`src/hw/bridge_hdr_regs.svh`:
```
`ifndef BRIDGE_HDR_REGS_SVH
`define BRIDGE_HDR_REGS_SVH

// ----------------------------------------------------------------------
// register offsets (byte addresses within configuration space)
// ----------------------------------------------------------------------
`define OFF_HEADER_KIND   12'h00E
`define OFF_SELF_TEST     12'h00F
`define OFF_BASE_SLOT_0   12'h010
`define OFF_BASE_SLOT_1   12'h014
`define OFF_UP_BUS        12'h018
`define OFF_DOWN_BUS      12'h019
`define OFF_HIGH_BUS      12'h01A
`define OFF_DOWN_LAT      12'h01B
`define OFF_IO_BASE       12'h01C
`define OFF_IO_TOP        12'h01D
`define OFF_CAP_LOCK      12'h200

// ----------------------------------------------------------------------
// fixed values and reset values
// ----------------------------------------------------------------------
`define VAL_HEADER_KIND   8'h01
`define VAL_ZERO8         8'h00
`define VAL_ZERO32        32'h0000_0000
`define RST_BUS           8'h00
`define RST_IO_BASE_HI    4'hF
`define RST_IO_TOP_HI     4'h0
`define RST_IO_CAP        1'h1
`define RST_LOCK          1'h0

// ----------------------------------------------------------------------
// field positions
// ----------------------------------------------------------------------
`define IO_CAP_BIT        0
`define IO_HI_MSB         7
`define IO_HI_LSB         4
`define IO_LOW_ONES       12'hFFF
`define IO_LOW_ZERO       12'h000
`define IO_UPPER_ZERO     16'h0000

`endif

```
`src/hw/bridge_hdr_pkg.sv`:
```
package bridge_hdr_pkg;

   // configuration access request from the bus side
   typedef struct packed {
      logic [11:0] addr;
      logic [31:0] wdata;
      logic        wr;
      logic        rd;
   } cfg_req_s;

   // I/O transaction lookup into the forwarding window
   typedef struct packed {
      logic        valid;
      logic [31:0] addr;
   } io_query_s;

   // decoded register selector
   typedef enum {
      SEL_HEADER_KIND,
      SEL_SELF_TEST,
      SEL_BASE_SLOT_0,
      SEL_BASE_SLOT_1,
      SEL_UP_BUS,
      SEL_DOWN_BUS,
      SEL_HIGH_BUS,
      SEL_DOWN_LAT,
      SEL_IO_BASE,
      SEL_IO_TOP,
      SEL_CAP_LOCK,
      SEL_NONE
   } reg_sel_e;

endpackage : bridge_hdr_pkg

```
`src/hw/bridge_sync2.sv`:
```
`timescale 1ns/1ps
`include "bridge_hdr_regs.svh"

// ----------------------------------------------------------------------
// two-stage synchroniser for a level from outside the clock domain
// ----------------------------------------------------------------------
module bridge_sync2 (
   input  wire logic clk,
   input  wire logic rst_n,
   input  wire logic din,
   output logic      dout
);
   logic meta_q;

   // first stage feeds only the second stage
   always_ff @(posedge clk or negedge rst_n) begin
      if (!rst_n) begin
         meta_q <= 1'b0;
         dout   <= 1'b0;
      end else begin
         meta_q <= din;
         dout   <= meta_q;
      end
   end
endmodule : bridge_sync2

```
`src/hw/io_window_match.sv`:
```
`timescale 1ns/1ps
`include "bridge_hdr_regs.svh"

// ----------------------------------------------------------------------
// I/O forwarding window compare, registered result
// ----------------------------------------------------------------------
module io_window_match (
   input  wire logic                     clk,
   input  wire logic                     rst_n,
   input  wire bridge_hdr_pkg::io_query_s query,
   input  wire logic [3:0]               base_hi,
   input  wire logic [3:0]               top_hi,
   input  wire logic                     wide_io,
   output logic                          hit_valid,
   output logic                          hit
);
   logic [31:0] lo_addr;
   logic [31:0] hi_addr;
   logic        upper_ok;
   logic        in_win;

   // window bounds; limit low bits assumed all ones
   always_comb begin
      lo_addr  = {`IO_UPPER_ZERO, base_hi, `IO_LOW_ZERO};
      hi_addr  = {`IO_UPPER_ZERO, top_hi, `IO_LOW_ONES};
      // narrow or wide addressing alike: upper address bits must be zero
      upper_ok = wide_io ? (query.addr[31:16] == `IO_UPPER_ZERO)
                         : (query.addr[31:16] == `IO_UPPER_ZERO);
      // base above limit gives an empty window
      in_win   = (base_hi <= top_hi) && upper_ok &&
                 (query.addr >= lo_addr) && (query.addr <= hi_addr);
   end

   // answer one cycle after the query
   always_ff @(posedge clk or negedge rst_n) begin
      if (!rst_n) begin
         hit_valid <= 1'b0;
         hit       <= 1'b0;
      end else begin
         hit_valid <= query.valid;
         hit       <= query.valid && in_win;
      end
   end
endmodule : io_window_match

```
`src/hw/bridge_type1_header_regs.sv`:
```
// Operation
// - header kind reads fixed 0x01, read-only
// - self-test register reads zero, read-only
// - both base address slots read zero
// - upstream bus number writable, no effect
// - downstream bus number writable, resets zero
// - highest behind bus number writable, resets zero
// - downstream latency timer reads zero
// - io capability bit resets one, lock-guarded
// - io base high nibble writable, resets 0xF
// - io top bit0 mirrors capability bit
// - io top high nibble writable, resets zero
// - io window decides transaction forwarding
//
// Decided for this implementation: the strobed register port.
`timescale 1ns/1ps
`include "bridge_hdr_regs.svh"

module bridge_type1_header_regs (
   input  wire logic                      CORE_CLK,
   input  wire logic                      RESET_N,
   input  wire logic [11:0]               CFG_ADDR,
   input  wire logic [31:0]               CFG_WDATA,
   input  wire logic                      CFG_WR,
   input  wire logic                      CFG_RD,
   output logic      [31:0]               CFG_RDATA,
   input  wire logic                      CAP_LOCK_PIN,
   input  wire bridge_hdr_pkg::io_query_s IO_QUERY,
   output logic                           IO_HIT_VALID,
   output logic                           IO_FORWARD,
   output logic      [7:0]                DOWN_BUS_NUM,
   output logic      [7:0]                HIGH_BUS_NUM
);

   // ----------------------------------------------------------------
   // decode
   // ----------------------------------------------------------------

   // one decoder shared by the read and write paths
   function automatic bridge_hdr_pkg::reg_sel_e decode(
      input logic [11:0] a);
      bridge_hdr_pkg::reg_sel_e s;
      begin
         s = bridge_hdr_pkg::SEL_NONE;
         case (a)
            `OFF_HEADER_KIND: s = bridge_hdr_pkg::SEL_HEADER_KIND;
            `OFF_SELF_TEST:   s = bridge_hdr_pkg::SEL_SELF_TEST;
            `OFF_BASE_SLOT_0: s = bridge_hdr_pkg::SEL_BASE_SLOT_0;
            `OFF_BASE_SLOT_1: s = bridge_hdr_pkg::SEL_BASE_SLOT_1;
            `OFF_UP_BUS:      s = bridge_hdr_pkg::SEL_UP_BUS;
            `OFF_DOWN_BUS:    s = bridge_hdr_pkg::SEL_DOWN_BUS;
            `OFF_HIGH_BUS:    s = bridge_hdr_pkg::SEL_HIGH_BUS;
            `OFF_DOWN_LAT:    s = bridge_hdr_pkg::SEL_DOWN_LAT;
            `OFF_IO_BASE:     s = bridge_hdr_pkg::SEL_IO_BASE;
            `OFF_IO_TOP:      s = bridge_hdr_pkg::SEL_IO_TOP;
            `OFF_CAP_LOCK:    s = bridge_hdr_pkg::SEL_CAP_LOCK;
            default:          s = bridge_hdr_pkg::SEL_NONE;
         endcase
         return s;
      end
   endfunction : decode

   bridge_hdr_pkg::cfg_req_s req;
   bridge_hdr_pkg::reg_sel_e wsel;
   bridge_hdr_pkg::reg_sel_e rsel;

   // bundle the bus signals and decode both paths
   always_comb begin
      req.addr  = CFG_ADDR;
      req.wdata = CFG_WDATA;
      req.wr    = CFG_WR;
      req.rd    = CFG_RD;
      wsel      = req.wr ? decode(req.addr) : bridge_hdr_pkg::SEL_NONE;
      rsel      = decode(req.addr);
   end

   // ----------------------------------------------------------------
   // storage
   // ----------------------------------------------------------------
   logic [7:0] up_bus_q;
   logic [7:0] down_bus_q;
   logic [7:0] high_bus_q;
   logic [3:0] io_base_hi_q;
   logic [3:0] io_top_hi_q;
   logic       io_cap_q;
   logic       lock_sw_q;
   logic       lock_pin_s;
   logic       cap_locked;

   // lock strap comes from a pin, so it is synchronised first
   bridge_sync2 u_lock_sync (
      .clk   (CORE_CLK),
      .rst_n (RESET_N),
      .din   (CAP_LOCK_PIN),
      .dout  (lock_pin_s)
   );

   // either the pin or the software lock freezes the capability bit
   assign cap_locked = lock_pin_s | lock_sw_q;

   // bus numbers; upstream copy is held only for software
   always_ff @(posedge CORE_CLK or negedge RESET_N) begin
      if (!RESET_N) begin
         up_bus_q   <= `RST_BUS;
         down_bus_q <= `RST_BUS;
         high_bus_q <= `RST_BUS;
      end else begin
         if (wsel == bridge_hdr_pkg::SEL_UP_BUS) begin
            up_bus_q <= req.wdata[7:0];
         end
         if (wsel == bridge_hdr_pkg::SEL_DOWN_BUS) begin
            down_bus_q <= req.wdata[7:0];
         end
         if (wsel == bridge_hdr_pkg::SEL_HIGH_BUS) begin
            high_bus_q <= req.wdata[7:0];
         end
      end
   end

   // io window nibbles; reserved bits 3:1 are not stored at all
   always_ff @(posedge CORE_CLK or negedge RESET_N) begin
      if (!RESET_N) begin
         io_base_hi_q <= `RST_IO_BASE_HI;
         io_top_hi_q  <= `RST_IO_TOP_HI;
      end else begin
         if (wsel == bridge_hdr_pkg::SEL_IO_BASE) begin
            io_base_hi_q <= req.wdata[`IO_HI_MSB:`IO_HI_LSB];
         end
         if (wsel == bridge_hdr_pkg::SEL_IO_TOP) begin
            io_top_hi_q <= req.wdata[`IO_HI_MSB:`IO_HI_LSB];
         end
      end
   end

   // capability bit: writable via the base register until locked
   always_ff @(posedge CORE_CLK or negedge RESET_N) begin
      if (!RESET_N) begin
         io_cap_q <= `RST_IO_CAP;
      end else if (wsel == bridge_hdr_pkg::SEL_IO_BASE && !cap_locked) begin
         io_cap_q <= req.wdata[`IO_CAP_BIT];
      end
   end

   // software lock is sticky until reset so it cannot be undone
   always_ff @(posedge CORE_CLK or negedge RESET_N) begin
      if (!RESET_N) begin
         lock_sw_q <= `RST_LOCK;
      end else if (wsel == bridge_hdr_pkg::SEL_CAP_LOCK &&
                   req.wdata[0]) begin
         lock_sw_q <= 1'b1;
      end
   end

   // ----------------------------------------------------------------
   // read path
   // ----------------------------------------------------------------
   logic [31:0] rdata_d;

   // fixed fields return constants; writes to them go nowhere
   always_comb begin
      rdata_d = `VAL_ZERO32;
      case (rsel)
         bridge_hdr_pkg::SEL_HEADER_KIND:
            rdata_d[7:0] = `VAL_HEADER_KIND;
         bridge_hdr_pkg::SEL_SELF_TEST:
            rdata_d[7:0] = `VAL_ZERO8;
         bridge_hdr_pkg::SEL_BASE_SLOT_0:
            rdata_d = `VAL_ZERO32;
         bridge_hdr_pkg::SEL_BASE_SLOT_1:
            rdata_d = `VAL_ZERO32;
         bridge_hdr_pkg::SEL_UP_BUS:
            rdata_d[7:0] = up_bus_q;
         bridge_hdr_pkg::SEL_DOWN_BUS:
            rdata_d[7:0] = down_bus_q;
         bridge_hdr_pkg::SEL_HIGH_BUS:
            rdata_d[7:0] = high_bus_q;
         bridge_hdr_pkg::SEL_DOWN_LAT:
            rdata_d[7:0] = `VAL_ZERO8;
         bridge_hdr_pkg::SEL_IO_BASE: begin
            rdata_d[`IO_HI_MSB:`IO_HI_LSB] = io_base_hi_q;
            rdata_d[`IO_CAP_BIT]           = io_cap_q;
         end
         bridge_hdr_pkg::SEL_IO_TOP: begin
            rdata_d[`IO_HI_MSB:`IO_HI_LSB] = io_top_hi_q;
            rdata_d[`IO_CAP_BIT]           = io_cap_q;
         end
         bridge_hdr_pkg::SEL_CAP_LOCK: begin
            rdata_d[0] = lock_sw_q;
            rdata_d[1] = lock_pin_s;
         end
         default:
            rdata_d = `VAL_ZERO32; // unmapped reads as zero
      endcase
   end

   // read data stand only in the cycle after the strobe
   always_ff @(posedge CORE_CLK or negedge RESET_N) begin
      if (!RESET_N) begin
         CFG_RDATA <= `VAL_ZERO32;
      end else begin
         CFG_RDATA <= req.rd ? rdata_d : `VAL_ZERO32;
      end
   end

   // ----------------------------------------------------------------
   // forwarding
   // ----------------------------------------------------------------

   // window compare uses live register values
   io_window_match u_match (
      .clk       (CORE_CLK),
      .rst_n     (RESET_N),
      .query     (IO_QUERY),
      .base_hi   (io_base_hi_q),
      .top_hi    (io_top_hi_q),
      .wide_io   (io_cap_q),
      .hit_valid (IO_HIT_VALID),
      .hit       (IO_FORWARD)
   );

   // bus range exported for routing logic elsewhere in the switch
   always_ff @(posedge CORE_CLK or negedge RESET_N) begin
      if (!RESET_N) begin
         DOWN_BUS_NUM <= `RST_BUS;
         HIGH_BUS_NUM <= `RST_BUS;
      end else begin
         DOWN_BUS_NUM <= down_bus_q;
         HIGH_BUS_NUM <= high_bus_q;
      end
   end

endmodule : bridge_type1_header_regs

```
`config.mk`:
```
export PLATFORM = sky130hd
export DESIGN_NAME = bridge_type1_header_regs
export DESIGN_NICKNAME = d
export VERILOG_FILES = /design/src/hw/bridge_hdr_pkg.sv /design/src/hw/bridge_sync2.sv /design/src/hw/io_window_match.sv /design/src/hw/bridge_type1_header_regs.sv
export VERILOG_INCLUDE_DIRS = /design/src /design/src/hw
export SDC_FILE = /design/constraint.sdc
export NUM_CORES = 1
export LEC_CHECK = 0
export BUFFER_PORTS_ARGS = -buffer_cell sky130_fd_sc_hd__buf_2
export CAP_MARGIN = 40
export CORE_MARGIN = 8
export CORE_UTILIZATION = 25
export CTS_CLUSTER_DIAMETER = 200
export DETAILED_ROUTE_END_ITERATION = 6
export PLACE_DENSITY = 0.46
export SLEW_MARGIN = 10
export SYNTH_ARGS = -nofsm -noshare
export SYNTH_HDL_FRONTEND = slang
export SYNTH_SLANG_ARGS = --single-unit
```
`constraint.sdc`:
```
create_clock -name CORE_CLK -period 1.68 [get_ports CORE_CLK]
set_clock_uncertainty 0.05 [all_clocks]
set_input_delay 0.168 -clock CORE_CLK [delete_from_list [all_inputs] [get_ports CORE_CLK]]
set_output_delay 0.168 -clock CORE_CLK [all_outputs]
set_load 0.02 [all_outputs]
```
==> summary.md <==
| Metric | Value |
|---|---|
| Outcome | `complete, but fails checks` |
| Failing checks | `setup timing` |
| Sequential element share of the synthesized area | `0.506` |
| Fin Hold WS | `0.0537 ns` |
| TritonCTS clock tree | `done` |
| Synth unique cells | `47` |
| Unrepaired setup endpoints after global routing | `true` |
| WS Path Type | `reg -> reg` |
| Mean Syn Cell Area | `11.8 um2` |
| Max-cap violations | `0` |
| CTS clk-pin slew, worst paths | `0.05 ns` |
| Largest net degree at the start of global routing | `63` |
| Max incr delay on CP | `0.53 ns` |
| Sinks on Clock Net | `62` |
| Hold WC Path Type | `in -> reg` |
| Postcts setup bufs | `0` |
| XOR/XNOR Fraction of Synth Area | `0` |
| Pleak | `0.00213 uW` |
| H-tree depth | `3` |
| Post-Syn Area | `3080 um2` |
| PnR worst setup slack | `-0.0654 ns` |
| Initial antenna violation count | `0` |
| Crit-path max FO | `2` |
| Die area | `16100 um2` |
| CP top delay family | `flip-flops` |
| Fraction of layout instances using a drive strength above 1 | `0.508` |
| Max VDD drop | `0.000431 V` |
| Total track usage | `0.110` |
| Die Width | `127 um` |
| Largest family of logic cells by synthesized area | `simple AND/OR/NAND/NOR gates` |
| Synthesis-to-finish area growth | `38.8%` |
| Antenna Cells | `0` |
| Fmax | `0.573 GHz` |
| CTS root buf | `clkbuf_16` |
| # DRC | `0` |
| Pwr Total | `3800 uW` |
| Fraction of registers with async set/reset | `1.00` |
| Period Utilization, post-route | `1.04` |
| DRT antenna net count | `0` |
| TNS Setup | `-0.0654 ns` |
| Ports | `132` |
| Vias | `2392` |
| Crit start category | `flop` |
| CP required | `1.85 ns` |
| FP Rows | `40` |
| Post-synthesis compound-gate area fraction | `0.0740` |
| Avg WL per Cell | `15.5 um` |
| Vias per inst | `4.42` |
| FF+latch count, synth | `62` |
| Multiplexer share of the synthesized area | `0.131` |
| Later-pin clock latency in the skew report | `0.33 ns` |
| Fin. Hold Viols | `0` |
| Slowest-stage cell, CP | `dfstp_2` |
| Number of synthesized flops with an enable pin | `0` |
| First-pass GRT wire length | `14000 um` |
| Routability cong. | `0.773` |
| Pre-antenna DRT Iters | `4` |
| Number of DRC markers in iteration 0 | `112` |
| Final min period | `1.75 ns` |
| WL final | `8380 um` |
| Arrival time at the worst endpoint | `1.91 ns` |
| Total CTS buffers | `9` |
| Initial Utilization | `0.256` |
| Dpl ws | `-0.179 ns` |
| Buffers & Inverters on Critical Path | `1` |
| Power per cell area | `891 nW/um2` |
| YS warnings | `0` |
| CTS max path bufs | `2` |
| Nets | `483` |
| Worst setup EP type | `flop` |
| Fin area | `4270 um2` |
| Setup violators final | `1` |
| HPWL Detailed | `6490 um` |
| Post-Synth Simple-Gate Area | `0.156` |
| CP cell instances | `inv_2, ha_4, nor2_2, nor4_1, nand4_1, a2111oi_4` |
| Die height | `127 um` |
| I/O Buffers | `83` |
| Vias in the first global route | `2713` |
| Synth Area in Adders | `0.0488` |
| Global route total overflow | `0` |
| Slew Limit Fails | `0` |
| Core Area | `12000 um2` |
| Prevailing post-synth register cell | `dfrtp_1` |
| Post-Syn Instances | `261` |
| Area post-placement | `3860 um2` |
-- sequential cells by signal (all words and copies together) (netlist names), 4 cells and up --
name	count
io_top_hi_q	4
CFG_RDATA	8
DOWN_BUS_NUM	8
up_bus_q	8
down_bus_q	8
high_bus_q	8
HIGH_BUS_NUM	8
io_base_hi_q	4
-- placed cells by master, fill, tap and decap left out, types with 4 or more instances in the layout --
cell type and instances:
a21oi_1 4, dfrtp_1 57, buf_4 35, mux2_2 35
nand2_1 15, nor2_1 11, nor3_1 6, nand4_1 8
clkbuf_16 9, a22oi_1 7, nand3_1 4, nand2b_1 4
dfstp_2 5, buf_2 83, or2_2 4, a41oi_1 5
ha_1 10, inv_1 12, conb_1 24
-- final cells by class --
type	count	area, um2
timing repair buffer	122	728
clock buffer	10	239
clock inverter	6	85.1
sequential	62	1560
tap	147	184
fill	1225	7740
multi-input combinational	180	1430
inverter	14	52.6
-- cell families (layout without fill, tap and decap cells) --
kind of cell,count (synthesis),count (layout)
simple gates,78,78
flops,62,62
buf+inv,42,152
mux,36,36
compound gates,30,30
fa+ha+maj,12,12
other cells,1,24
-- what timing repair did --
item | in CTS | in global routing
endpoints found under the setup margin | 1 | 2
resized for setup | 8 | 4
pin swaps | 3 | 0
hold endpoints to repair | 59 | 0
hold buffers | 3 | 0
-- Yosys cell counts, types with 2 or more instances --
cell	number	area share
dfrtp_1	57	0.46
mux2_2	35	0.13
buf_4	24	0.059
nand2_1	15	0.018
inv_1	14	0.017
ha_1	12	0.049
nor2_1	12	0.015
nand4_1	8	0.016
a22oi_1	7	0.017
nor3_1	7	0.011
a41oi_1	5	0.014
dfstp_2	5	0.043
a21oi_1	4	0.0065
buf_2	4	0.0065
nand2b_1	4	0.0081
nand3_1	4	0.0065
nor4_1	4	0.0081
or2_2	4	0.0081
a2111oi_0	2	0.0057
a31o_2	2	0.0057
a32oi_1	2	0.0057
nand3_2	2	0.0065
nor2b_1	2	0.0041
nor4b_1	2	0.0057
or4_1	2	0.0049
-- worst paths after layout --
check	startpoint	slack, ns	cells after the start	to
setup reg to reg	io_base_hi_q[3]	-0.07	6	u_match.hit
hold reg to reg	u_lock_sync.meta_q	0.30	0	u_lock_sync.dout
setup / recovery	io_base_hi_q[3]	-0.07	6	u_match.hit
min in group asynchronous	RESET_N	0.33	3	DOWN_BUS_NUM[2]
hold / removal	CFG_WDATA[3]	0.05	2	down_bus_q[3]
max in group asynchronous	RESET_N	0.93	3	io_base_hi_q[0]
-- routing by layer --
metal	share of wire	wire, um	global-route usage	vias to the layer above
met3	0.045	375	0.0297	11
li1	-	-	-	1174
met5	0	0	0	-
met1	0.44	3700	0.132	1155
met2	0.50	4170	0.184	52
met4	0.016	137	0.0455	0
-- power by group --
part | leakage (uW) | internal [uW] | switching, uW | total [uW]
combinational | 0.00113 | 115 | 192 | 307
sequential | 0.000841 | 1500 | 4.10 | 1510
clock | 0.000154 | 1330 | 657 | 1990
total | 0.00213 | 2950 | 854 | 3800
-- metrics by stage --
stage               cells  utilization
floorplan             284            -
global route          541        0.356
detailed placement    522        0.321
global placement      522        0.321
CTS                   541        0.353
finish                541        0.356
-- worst reg2reg max path: stages, from the launching register on --
cell and delay (ns):
dfstp_2 0.53, inv_2 0.04, ha_4 0.25, nor2_2 0.03, nor4_1 0.22, nand4_1 0.19
a2111oi_4 0.31
Note: power is estimated with default switching activity, not from simulation.
